File: src/verilog/ddc_pkg.sv
// Purpose: Shared constants and types of the two-channel converter control block.
// Assumes: 32-bit word register port, one clock (20 MHz), 12-bit channel data.
// Notes: Channel 2 fields sit CH_STRIDE bits above the matching channel 1 fields.
package ddc_pkg;
	// Register offsets (byte addresses)
	localparam logic [7:0] CTRL_OFF = 8'h00;
	localparam logic [7:0] SWTRIG_OFF = 8'h04;
	// Reset values
	localparam logic [31:0] CTRL_RST = 32'h0000_0000;
	localparam logic [1:0] SWTRIG_RST = 2'h0;
	// Writable bits of the control register; reserved bits stay zero
	localparam logic [31:0] CTRL_WMASK = 32'h3FFF_3FFF;
	// Field positions within one channel's half of the control register
	localparam int CH_STRIDE = 16;
	localparam int EN_POS = 0;
	localparam int BOFF_POS = 1;
	localparam int TEN_POS = 2;
	localparam int TSEL_LSB = 3;
	localparam int WAVE_LSB = 6;
	localparam int MAMP_LSB = 8;
	localparam int DMAEN_POS = 12;
	localparam int UDRIE_POS = 13;
	// Trigger source codes
	localparam logic [2:0] TSEL_TIM6 = 3'h0;
	localparam logic [2:0] TSEL_RSVD = 3'h1;
	localparam logic [2:0] TSEL_TIM7 = 3'h2;
	localparam logic [2:0] TSEL_TIM9 = 3'h3;
	localparam logic [2:0] TSEL_TIM2 = 3'h4;
	localparam logic [2:0] TSEL_TIM4 = 3'h5;
	localparam logic [2:0] TSEL_EXTI9 = 3'h6;
	localparam logic [2:0] TSEL_SOFT = 3'h7;
	// Number of hardware trigger input lanes
	localparam int TRIG_N = 6;
	// Transfer latencies in clock cycles
	localparam int HW_DELAY_CYC = 3;
	localparam int SW_DELAY_CYC = 1;
	localparam int DIRECT_DELAY_CYC = 1;
	localparam logic [1:0] DELAY_START = 2'(HW_DELAY_CYC - 1);
	// Data width and saturation value
	localparam int DATA_W = 12;
	localparam logic [11:0] DATA_MAX = 12'hFFF;
	localparam logic [3:0] MAMP_SAT = 4'hB;
	localparam logic [11:0] LFSR_SEED = 12'hAAA;
	localparam int FIFO_DEPTH = 8;
	// Holding data word pushed into the block
	typedef struct packed {
		logic [1:0] sel;
		logic [11:0] d2;
		logic [11:0] d1;
	} ddc_hold_t;
	// Per-channel status carried out of the block
	typedef struct packed {
		logic on;
		logic buf_off;
		logic dma_req;
		logic underrun;
		logic irq;
	} ddc_ch_stat_t;
	// Transfer sequencer states
	typedef enum logic [1:0] {
		XF_IDLE = 2'b01,
		XF_DELAY = 2'b10
	} ddc_xf_t;
endpackage : ddc_pkg

File: src/verilog/ddc_top.sv
// Purpose: Control, trigger and holding-to-output transfer of a two-channel converter.
// Assumes: Word-only register port; trigger lanes are asynchronous pins.
// Notes: Holding words pass an 8-word FIFO; it only drains while both channels idle.
// How it works
// - Bits 29/13 enable channel underrun interrupt.
// - Bits 28/12 enable channel DMA requests.
// - Mask code n unmasks n..0, saturates at eleven.
// - Wave field: 00 off, 01 noise, 1x triangle.
// - Wave and source ignored while trigger disabled.
// - Three-bit source picks timer, line or software.
// - Trigger off: holding reaches output next cycle.
// - Hardware trigger: output loads three cycles later.
// - Software trigger transfers in one cycle.
// - Bits 17/1 turn the output buffer off.
// - Bits 16/0 switch the channel on.
// - Writing one requests a software trigger.
// - Trigger bit self-clears one cycle after load.
// - Both registers reset to all zeros.
// - Add masked wave, store sum, then advance.
`timescale 1ns/1ps

module ddc_fifo #(
	parameter int WIDTH = 26,
	parameter int DEPTH = 8
) (
	input wire logic clk_i, // Clock
	input wire logic arst_n_i, // Async reset, active low
	input wire logic [WIDTH-1:0] in_data_i, // Write data
	input wire logic in_valid_i, // Write request
	output logic in_ready_o, // Room available (registered)
	output logic [WIDTH-1:0] out_data_o, // Head word
	output logic out_valid_o, // Head word valid
	input wire logic out_ready_i // Pop head word
);
	localparam int AW = $clog2(DEPTH);
	logic [WIDTH-1:0] mem_q [DEPTH];
	logic [AW-1:0] wr_ptr_q;
	logic [AW-1:0] rd_ptr_q;
	logic [AW:0] count_q;
	logic [AW:0] count_d;
	logic push;
	logic pop;
	// Handshakes and next fill level
	assign push = in_valid_i && in_ready_o;
	assign pop = out_valid_o && out_ready_i;
	assign out_valid_o = (count_q != '0);
	assign out_data_o = mem_q[rd_ptr_q];
	always_comb begin
		count_d = count_q;
		if (push && !pop) begin
			count_d = count_q + 1'b1;
		end else if (pop && !push) begin
			count_d = count_q - 1'b1;
		end
	end
	// Pointers, level and registered ready
	always_ff @(posedge clk_i or negedge arst_n_i) begin
		if (!arst_n_i) begin
			wr_ptr_q <= '0;
			rd_ptr_q <= '0;
			count_q <= '0;
			in_ready_o <= 1'b0;
		end else begin
			if (push) begin
				wr_ptr_q <= (wr_ptr_q == AW'(DEPTH - 1)) ? '0 : wr_ptr_q + 1'b1;
			end
			if (pop) begin
				rd_ptr_q <= (rd_ptr_q == AW'(DEPTH - 1)) ? '0 : rd_ptr_q + 1'b1;
			end
			count_q <= count_d;
			in_ready_o <= (count_d != (AW+1)'(DEPTH));
		end
	end
	// Storage array, no reset needed
	always_ff @(posedge clk_i) begin
		if (push) begin
			mem_q[wr_ptr_q] <= in_data_i;
		end
	end
endmodule : ddc_fifo

module ddc_top
	import ddc_pkg::*;
(
	input wire logic clk_i, // 20 MHz clock
	input wire logic arst_n_i, // Async reset, active low
	input wire logic reg_wr_i, // Register word write strobe
	input wire logic reg_rd_i, // Register word read strobe
	input wire logic [7:0] reg_addr_i, // Register byte offset
	input wire logic [31:0] reg_wdata_i, // Register write data
	output logic [31:0] reg_rdata_o, // Read data, valid cycle after read
	input wire ddc_hold_t hold_data_i, // Holding word
	input wire logic hold_valid_i, // Holding word valid
	output logic hold_ready_o, // FIFO accepts a holding word
	input wire logic [TRIG_N-1:0] trig_i, // Trigger pins, async
	input wire logic [1:0] dma_ack_i, // DMA request served, per channel
	input wire logic [1:0] underrun_clr_i, // Clear underrun flag, per channel
	output logic [1:0][11:0] ch_out_o, // Output register per channel
	output ddc_ch_stat_t [1:0] ch_stat_o // Status per channel
);
	logic [31:0] ctrl_q;
	logic [1:0] swtrig_q;
	logic [1:0] sw_clr_q;
	logic [TRIG_N-1:0] sync1_q;
	logic [TRIG_N-1:0] sync2_q;
	logic [TRIG_N-1:0] prev_q;
	logic [TRIG_N-1:0] rise;
	logic [1:0][11:0] hold_q;
	logic [1:0] direct_q;
	logic [1:0] busy;
	ddc_hold_t fifo_data;
	logic fifo_valid;
	logic fifo_pop;

	// Unmask low code+1 bits, saturating at code eleven
	function automatic logic [11:0] ddc_mask(input logic [3:0] code);
		logic [3:0] c;
		c = (code >= MAMP_SAT) ? MAMP_SAT : code;
		return 12'((13'h2 << c) - 13'h1);
	endfunction : ddc_mask

	// Pick the hardware trigger lane for a source code
	function automatic logic ddc_hw_hit(input logic [2:0] tsel, input logic [TRIG_N-1:0] r);
		logic hit;
		hit = 1'b0;
		unique case (tsel)
			TSEL_TIM6: hit = r[0];
			TSEL_TIM7: hit = r[1];
			TSEL_TIM9: hit = r[2];
			TSEL_TIM2: hit = r[3];
			TSEL_TIM4: hit = r[4];
			TSEL_EXTI9: hit = r[5];
			TSEL_RSVD, TSEL_SOFT: hit = 1'b0;
		endcase
		return hit;
	endfunction : ddc_hw_hit

	// Control register, reserved bits forced low
	always_ff @(posedge clk_i or negedge arst_n_i) begin
		if (!arst_n_i) begin
			ctrl_q <= CTRL_RST;
		end else if (reg_wr_i && reg_addr_i == CTRL_OFF) begin
			ctrl_q <= reg_wdata_i & CTRL_WMASK;
		end
	end

	// Software trigger bits; a write wins over the self-clear
	always_ff @(posedge clk_i or negedge arst_n_i) begin
		if (!arst_n_i) begin
			swtrig_q <= SWTRIG_RST;
		end else if (reg_wr_i && reg_addr_i == SWTRIG_OFF) begin
			swtrig_q <= reg_wdata_i[1:0];
		end else begin
			swtrig_q <= swtrig_q & ~sw_clr_q;
		end
	end

	// Read data; trigger register is write-only
	always_ff @(posedge clk_i or negedge arst_n_i) begin
		if (!arst_n_i) begin
			reg_rdata_o <= '0;
		end else if (reg_rd_i) begin
			reg_rdata_o <= (reg_addr_i == CTRL_OFF) ? ctrl_q : '0;
		end
	end

	// Two-stage synchroniser and edge memory for trigger pins
	always_ff @(posedge clk_i or negedge arst_n_i) begin
		if (!arst_n_i) begin
			sync1_q <= '0;
			sync2_q <= '0;
			prev_q <= '0;
		end else begin
			sync1_q <= trig_i;
			sync2_q <= sync1_q;
			prev_q <= sync2_q;
		end
	end
	assign rise = sync2_q & ~prev_q;

	// Holding FIFO drains only while no transfer is in flight
	ddc_fifo #(
		.WIDTH($bits(ddc_hold_t)),
		.DEPTH(FIFO_DEPTH)
	) u_fifo (
		.clk_i(clk_i),
		.arst_n_i(arst_n_i),
		.in_data_i(hold_data_i),
		.in_valid_i(hold_valid_i),
		.in_ready_o(hold_ready_o),
		.out_data_o(fifo_data),
		.out_valid_o(fifo_valid),
		.out_ready_i(busy == 2'b00)
	);
	assign fifo_pop = fifo_valid && (busy == 2'b00);

	for (genvar ch = 0; ch < 2; ch++) begin : g_ch
		localparam int B = CH_STRIDE * ch;
		logic ten;
		logic [2:0] tsel;
		logic [1:0] wave;
		logic dma_en;
		logic hw_hit;
		logic sw_hit;
		logic start_hw;
		logic xfer;
		logic [11:0] wave_val;
		logic [12:0] sum;
		logic [11:0] lfsr_q;
		logic [11:0] tri_q;
		logic tri_down_q;
		logic [1:0] cnt_q;
		ddc_xf_t state_q;
		logic [11:0] load;

		// Source and wave only count with triggers on
		assign ten = ctrl_q[B + TEN_POS];
		assign tsel = ten ? ctrl_q[B + TSEL_LSB +: 3] : TSEL_RSVD;
		assign wave = ten ? ctrl_q[B + WAVE_LSB +: 2] : 2'b00;
		assign dma_en = ctrl_q[B + DMAEN_POS];
		assign hw_hit = ddc_hw_hit(tsel, rise);
		assign sw_hit = (tsel == TSEL_SOFT) && swtrig_q[ch] && !sw_clr_q[ch];
		assign start_hw = (state_q == XF_IDLE) && hw_hit;
		assign busy[ch] = (state_q != XF_IDLE) || direct_q[ch];
		// Transfer fires after hardware delay or at once for software
		assign xfer = (state_q == XF_DELAY && cnt_q == '0)
			|| (state_q == XF_IDLE && sw_hit);

		// Masked noise, triangle or nothing added to the holding value
		always_comb begin
			wave_val = '0;
			if (wave[1]) begin
				wave_val = tri_q;
			end else if (wave[0]) begin
				wave_val = lfsr_q & ddc_mask(ctrl_q[B + MAMP_LSB +: 4]);
			end
		end
		assign sum = {1'b0, hold_q[ch]} + {1'b0, wave_val};
		assign load = sum[12] ? DATA_MAX : sum[11:0];

		// Transfer sequencer
		always_ff @(posedge clk_i or negedge arst_n_i) begin
			if (!arst_n_i) begin
				state_q <= XF_IDLE;
				cnt_q <= '0;
			end else begin
				unique case (state_q)
					XF_IDLE: begin
						if (start_hw) begin
							state_q <= XF_DELAY;
							cnt_q <= DELAY_START;
						end
					end
					XF_DELAY: begin
						if (cnt_q == '0) begin
							state_q <= XF_IDLE;
						end else begin
							cnt_q <= cnt_q - 1'b1;
						end
					end
				endcase
			end
		end

		// Holding value from FIFO, direct path when triggers are off
		always_ff @(posedge clk_i or negedge arst_n_i) begin
			if (!arst_n_i) begin
				hold_q[ch] <= '0;
				direct_q[ch] <= 1'b0;
			end else begin
				if (fifo_pop && fifo_data.sel[ch]) begin
					hold_q[ch] <= ch ? fifo_data.d2 : fifo_data.d1;
				end
				direct_q[ch] <= fifo_pop && fifo_data.sel[ch] && !ten;
			end
		end

		// Output register
		always_ff @(posedge clk_i or negedge arst_n_i) begin
			if (!arst_n_i) begin
				ch_out_o[ch] <= '0;
			end else if (direct_q[ch]) begin
				ch_out_o[ch] <= hold_q[ch];
			end else if (xfer) begin
				ch_out_o[ch] <= load;
			end
		end

		// Wave counters advance after each loaded sum
		always_ff @(posedge clk_i or negedge arst_n_i) begin
			if (!arst_n_i) begin
				lfsr_q <= LFSR_SEED;
				tri_q <= '0;
				tri_down_q <= 1'b0;
			end else if (xfer && wave == 2'b01) begin
				lfsr_q <= {lfsr_q[10:0], lfsr_q[11] ^ lfsr_q[5] ^ lfsr_q[3] ^ lfsr_q[0]};
			end else if (xfer && wave[1]) begin
				if (!tri_down_q && tri_q >= ddc_mask(ctrl_q[B + MAMP_LSB +: 4])) begin
					tri_down_q <= 1'b1;
					tri_q <= tri_q - 1'b1;
				end else if (tri_down_q && tri_q == '0) begin
					tri_down_q <= 1'b0;
					tri_q <= tri_q + 1'b1;
				end else begin
					tri_q <= tri_down_q ? tri_q - 1'b1 : tri_q + 1'b1;
				end
			end
		end

		// Self-clear request one cycle after software load
		always_ff @(posedge clk_i or negedge arst_n_i) begin
			if (!arst_n_i) begin
				sw_clr_q[ch] <= 1'b0;
			end else begin
				sw_clr_q[ch] <= xfer && state_q == XF_IDLE;
			end
		end

		// DMA request, underrun flag and interrupt; set wins over clear
		always_ff @(posedge clk_i or negedge arst_n_i) begin
			if (!arst_n_i) begin
				ch_stat_o[ch] <= '0;
			end else begin
				ch_stat_o[ch].on <= ctrl_q[B + EN_POS];
				ch_stat_o[ch].buf_off <= ctrl_q[B + BOFF_POS];
				ch_stat_o[ch].dma_req <= (xfer && dma_en)
					|| (ch_stat_o[ch].dma_req && !dma_ack_i[ch]);
				ch_stat_o[ch].underrun <= ((start_hw || sw_hit) && dma_en
					&& ch_stat_o[ch].dma_req)
					|| (ch_stat_o[ch].underrun && !underrun_clr_i[ch]);
				ch_stat_o[ch].irq <= ch_stat_o[ch].underrun
					&& ctrl_q[B + UDRIE_POS];
			end
		end

	end
endmodule : ddc_top

File: config.mk
export PLATFORM = sky130hd
export DESIGN_NAME = ddc_top
export DESIGN_NICKNAME = d
export VERILOG_FILES = /design/src/verilog/ddc_pkg.sv /design/src/verilog/ddc_top.sv
export SDC_FILE = /design/constraint.sdc
export NUM_CORES = 1
export LEC_CHECK = 0
export ABC_AREA = 1
export BUFFER_PORTS_ARGS = -buffer_cell sky130_fd_sc_hd__buf_4
export CAP_MARGIN = 25
export CORE_UTILIZATION = 35
export CTS_CLUSTER_SIZE = 30
export DETAILED_ROUTE_END_ITERATION = 10
export PLACE_DENSITY = 0.56
export SLEW_MARGIN = 20
export SYNTH_ARGS = -nofsm -noshare
export SYNTH_HDL_FRONTEND = slang
export SYNTH_SLANG_ARGS = --single-unit
File: constraint.sdc
create_clock -name clk_i -period 6.42 [get_ports clk_i]
set_input_delay 0.642 -clock clk_i [delete_from_list [all_inputs] [get_ports clk_i]]
set_output_delay 0.642 -clock clk_i [all_outputs]
set_load 0.02 [all_outputs]
Word-level counts from Yosys, hierarchy flattened
Memories as Yosys holds them, arrays and structs flattened.
Index checks and enable logic that the tools add are counted.
- bits in writable memories: 208
- word-level logic and storage cells: 238
- input bits: 81
- flip-flop bits (word level): 211
- memories kept: 1
- reduce and logical (&&, ||, !) cells: 87
- order comparisons: 4
- bitwise logic cells: 14
- mux-type cells: 46
- eq/ne operators: 32
- add/sub/neg operators: 14
- shifts and indexed selects: 2
- memories (memory ; depth ; width ; rd ports ; clocked after memory_dff ; write ports ; RTL line ; source):
    u_fifo.mem_q ; 8 ; 26 ; 1 ; 0 ; 1 ; ddc_top.sv:36 ; logic [WIDTH-1:0] mem_q [DEPTH];
- operator list (kind ; count):
    2-to-1 mux 12 bit ; 16
    subtractor 12 x 1 -> 12 bit, second input constant ; 4
    logical AND 1 bit ; 42
    == test 3 bit, second input constant ; 10
    2-to-1 mux 30 bit ; 1
    adder 12 x 12 -> 13 bit ; 2
    adder 12 x 1 -> 12 bit, second input constant ; 2
    bitwise AND 12 bit ; 2
    greater-or-equal comparator 12 bit ; 2
    logical NOT 12 bit ; 2
    << shifter 2 x 4 -> 12 bit, first input constant ; 2
    2-to-1 mux 2 bit ; 9
    2-to-1 mux 4 bit ; 4
    case mux 2 bit (2 select lines) ; 4
    case mux 1 bit (7 select lines) ; 2
    == test 3 x 2 -> 1 bit, second input constant ; 4
    logical NOT 1 bit ; 12
    2-to-1 mux 3 bit ; 4
    AND reduction 2 bit ; 6
    logical OR 1 bit ; 10
    == test 2 x 1 -> 1 bit, second input constant ; 4
    == test 8 x 3 -> 1 bit, second input constant ; 1
    greater-or-equal comparator 4 bit, second input constant ; 2
    logical NOT 8 bit ; 1
    other kinds (22) ; 51

Depth between registers and ports, before layout
- depth after elaboration: 11
- gate-level depth with buffers: 21
- depth with buffers taken out: 20

Cells and area by module
From an unflattened synthesis, not the netlist that was laid out.
- cell total of the unflattened synthesis: 2241
- area, all modules: 20392.1 sq um
- modules (own cells, without submodules) (module ; area each (sq um) ; sequential area each (sq um) ; cells an instance ; times used):
    ddc_top ; 11579.9 ; 4922.2 ; 1537 ; 1
    ddc_fifo ; 8812.2 ; 6521.3 ; 704 ; 1

Least setup slack after synthesis
OpenSTA, ideal clock, no wires.
- path kind: in2reg
- start point: input port hold_valid_i
- end point: memory u_fifo.mem_q[2][0] (enable)
- path buffers: 0
- cell stages on the path: 4
- slack: 3189 ps
- arrival time: 2789 ps
- cell sequence: nand2_1 inv_1 nand2_1 nor3_1
- longest elaborated chain between the ends: 3
- RTL lines (element ; RTL line ; source):
    start, declared ; ddc_top.sv:93 ; input wire logic hold_valid_i,
    logical AND 1 bit ; ddc_top.sv:44 ; assign push = in_valid_i && in_ready_o;
    2-to-1 mux 1 bit ; ddc_top.sv:76 ; if (push) begin
    2-to-1 mux 1 bit (implied by the code) ; ddc_top.sv:77 ; mem_q[wr_ptr_q] <= in_data_i;
    end, declared ; ddc_top.sv:36 ;
No other way between the ends.

Final worst setup path
- start point: register ctrl_q[10]
- end point: register ch_out_o[8] (netlist name)
- longest elaborated chain between the ends: 11
- RTL lines (element ; RTL line ; source):
    start, declared ; ddc_top.sv:101 ; logic [31:0] ctrl_q;
    start signal, assigned ; ddc_top.sv:143 ; ctrl_q <= reg_wdata_i & CTRL_WMASK;
    greater-or-equal comparator 4 bit ; ddc_top.sv:118 ; c = (code >= MAMP_SAT) ? MAMP_SAT : code;
    2-to-1 mux 4 bit (*) ; ddc_top.sv:118 ;
    << shifter 2 x 4 -> 12 bit (*) ; ddc_top.sv:119 ; return 12'((13'h2 << c) - 13'h1);
    subtractor 12 x 1 -> 12 bit (*) ; ddc_top.sv:119 ;
    bitwise AND 12 bit (*) ; ddc_top.sv:235 ; wave_val = lfsr_q & ddc_mask(ctrl_q[B + MAMP_LSB +: 4]);
    2-to-1 mux 12 bit (*) ; ddc_top.sv:234 ; end else if (wave[0]) begin
    2-to-1 mux 12 bit (*) ; ddc_top.sv:232 ; if (wave[1]) begin
    adder 12 x 12 -> 13 bit (*) ; ddc_top.sv:238 ; assign sum = {1'b0, hold_q[ch]} + {1'b0, wave_val};
    2-to-1 mux 12 bit (*) ; ddc_top.sv:239 ; assign load = sum[12] ? DATA_MAX : sum[11:0];
    2-to-1 mux 12 bit (*) ; ddc_top.sv:284 ; end else if (xfer) begin
    2-to-1 mux 12 bit (*) ; ddc_top.sv:282 ; end else if (direct_q[ch]) begin
    end signal, assigned by index ; ddc_top.sv:283 ; ch_out_o[ch] <= hold_q[ch];
    end signal, assigned by index ; ddc_top.sv:285 ; ch_out_o[ch] <= load;
    end, declared ; ddc_top.sv:98 ; output logic [1:0][11:0] ch_out_o,
Every way passes the cells marked *; elsewhere a longest branch is shown, timed or not. The select of a mux whose other input is x is not followed.
A chain may end at the register's enable or synchronous reset.

==> results.md <==
- Outcome: finished clean
- CTS root buf: clkbuf_16
- Port Buffers: 139
- Global Route Usage Sum: 17.9%
- Top_reg_cell synth: edfxtp_1
- Crit path required time: 6.87 ns
- Max-slew violations: 0
- Die Span Y: 243 µm
- Antenna viol nets, final: 0
- Worst slew pin tran: 1.02 ns
- WL/cell: 16.9 µm
- PD cells: 375 nW/µm²
- Crit Path Max Fanout: 10
- Commonest cells after routing, fill and taps aside: 567 x nand2_1, 220 x nor2_1, 213 x inv_1, 208 x edfxtp_1, 192 x dfrtp_1
- RSZ-0062 raised after global routing: false
- CTS H-Tree Depth: 2
- Commonest non-fill, non-tap cell in the layout: nand2_1
- Number of buffers added for setup after CTS: 0
- Clock Skew: 0.0472 ns
- Max IR drop VDD: 0.232 mV
- Max transition margin: 31.6%
- Via-to-Cell Ratio: 4.96
- Residual DRC: 0
- LEAKAGE: 0.0108 µW
- Area grow syn2layout: 16.6%
- Fill count: 5578
- Vias post-DR: 15600
- Post-synth EDFFs: 208
- Initial DRC Count: 1227
- Crit path launch type: flop
- Wire length reported by the detailed router: 52900 µm
- Gp weighted congestion: 0.869
- Post-CTS Resized: 0
- Mapped Area: 20300 µm²
- Mapped Avg Cell Area: 9.15 µm²
- Global route overflow: 0
- Final Util: 41.6%
- Layout cells sized above 1: 13.3%
- CP Class: flop to flop
- Global-route wire length before repair: 83700 µm
- Starting density of the core: 35.7%
- Fin crit period: 3.85 ns
- Sink Count: 415
- CP Capture Type: flop
- Synthesis Warnings: 0
- Setup tns final: 0 ns
- Fmax: 260 MHz
- Clock Latency Late Sink: 0.61 ns
- CP cell instances: nor2_1, nand2_1, nor2_1, inv_1, ha_1, xor2_1, o32ai_1, ha_1, nand2_1, nand3_1, nand2_1, nand2_1, a21oi_2, inv_1, nor2_1, nor2_1
- Vias in the first global route: 14900
- Max Root-Sink Buffers: 3
- Post-DP HPWL: 35100 µm
- Initial antenna violation count: 3
- Top Ports: 148
- CTS Hold Bufs: 0
- Clock-pin slew on the worst setup and hold paths: 0.06 ns
- Crit-path slowest cell: dfrtp_1
- Largest net degree at the start of global routing: 77
- CP peak stage delay: 0.51 ns
- Drt pass-1 iters: 5
- CTS Buf Count: 48
- Final worst-path cycle share: 60.0%
- Arr. time, crit path: 4.30 ns
- CTS tree: built
- Final hold viol count: 0
- FF+latch count, synth: 415
- Min-delay worst type: primary input to asynchronous set/reset pin
- Die area: 59000 µm²
- Core ar.: 56900 µm²
- Rows: 87
- Nets@finish: 2485
- Final setup fails: 0
- MaxCap Viol Count: 0
- Async S/R FF share, synth: 49.9%
- Register area share after synthesis: 56.3%
- Synth unique cells: 49
- Die width: 243 µm
- Cells after Synth: 2221
==> metrics by stage <==
step | total power, µW | cells | cell area [µm²] | hold WS (ns) | setup WS, ns
2_1_floorplan | 5240 | 2224 | 20300 | 0.331 | 3.19
3_3_place_gp | 6040 | 3045 | 22000 | 0.333 | 2.66
3_5_place_dp | 6130 | 3046 | 22000 | 0.336 | 2.59
4_1_cts | 8990 | 3136 | 23700 | 0.0168 | 2.55
5_1_grt | 9440 | 3137 | 23700 | 0.0564 | 2.16
6_report | 8890 | 3138 | 23700 | 0.0177 | 2.57
==> area by class of cell <==
class / count / area [µm²] / share of cell area (%)
Antenna cell: 1 / 2.50 / 0.0106
Clock buffer: 58 / 1270 / 5.35
Clock inverter: 32 / 382 / 1.61
Inverter: 225 / 845 / 3.56
Multi-Input combinational cell: 1492 / 7570 / 32.0
Sequential cell: 415 / 11400 / 48.3
Tap cell: 756 / 946 / 3.99
Timing Repair Buffer: 159 / 1230 / 5.21
==> synth_stat cells, types with 15 or more instances <==
cell / n / area share, %
ha_1: 61 / 3.8
nand2_1: 567 / 10
o21ai_1: 40 / 0.98
dfrtp_1: 193 / 24
buf_2: 35 / 0.86
nor3_1: 15 / 0.37
edfxtp_1: 208 / 31
xor2_1: 36 / 1.6
nor2_1: 226 / 4.2
nand3_1: 161 / 4.0
inv_1: 213 / 3.9
o31ai_1: 17 / 0.63
o22ai_1: 71 / 2.2
nand4_1: 23 / 0.71
a21oi_1: 39 / 0.96
o21ai_0: 149 / 3.7
clkbuf_1: 28 / 0.52
==> final timing paths <==
check,from,end,slack [ns],cells after the start
max,ctrl_q[10]$_DFFE_PN0P_,ch_out_o[8]$_DFFE_PN0P_,2.57,16
min,arst_n_i,ch_out_o[7]$_DFFE_PN0P_,0.02,1
max reg2reg,ctrl_q[10]$_DFFE_PN0P_,ch_out_o[8]$_DFFE_PN0P_,2.57,16
min reg2reg,sync1_q[0]$_DFF_PN0_,sync2_q[0]$_DFF_PN0_,0.34,0
max in group asynchronous,arst_n_i,u_fifo.rd_ptr_q[0]$_DFFE_PN0P_,5.13,2
min in group clk_i,trig_i[4],sync1_q[4]$_DFF_PN0_,0.14,1
==> cells by family after synthesis <==
group,count (synthesis),share of synthesized area [%]
AND/OR/NAND/NOR,1026,21.1
flip-flops,415,56.3
AO/OA/AOI/OAI,354,10.1
buffers and inverters,317,6.62
adder cells (fa/ha/maj),63,3.95
XOR/XNOR,44,1.90
other,1,0.0184
multiplexers,1,0.0554
==> routing by layer <==
metal / track usage (%) / part of all wire, % / wire length [µm] / vias up
li1: - / - / - / 7660
met1: 24.1 / 45 / 23900 / 7455
met2: 28.9 / 47 / 24700 / 336
met3: 3.20 / 5.3 / 2830 / 98
met4: 6.12 / 2.9 / 1530 / 4
met5: 0 / 0.049 / 26 / -
==> worst max-delay path: cells and delay by family, from the launching register on <==
kind	cells	cell delay, ns
xor gates and xnor gates	1	0.19
buffers and inverters	2	0.28
and+or+nand+nor	9	1.36
adders and majority gates	2	0.60
DFF	1	0.51
AOI/OAI and AO/OA	2	0.74
==> flip-flops by register name, indices dropped and copies added, names as in the netlist, 6 cells and up <==
signal / flops
hold_q: 24
sync2_q: 6
ch_out_o: 24
u_fifo.mem_q: 208
sync1_q: 6
g_ch.tri_q: 24
ctrl_q: 28
ch_stat_o: 10
reg_rdata_o: 28
prev_q: 6
g_ch.lfsr_q: 24
==> report_power, final <==
group / internal [µW] / switching [µW]
Sequential: 3230 / 292
Clock: 1670 / 1160
Combinational: 820 / 1710
Total: 5720 / 3160
(Power assumes the default switching activity.)
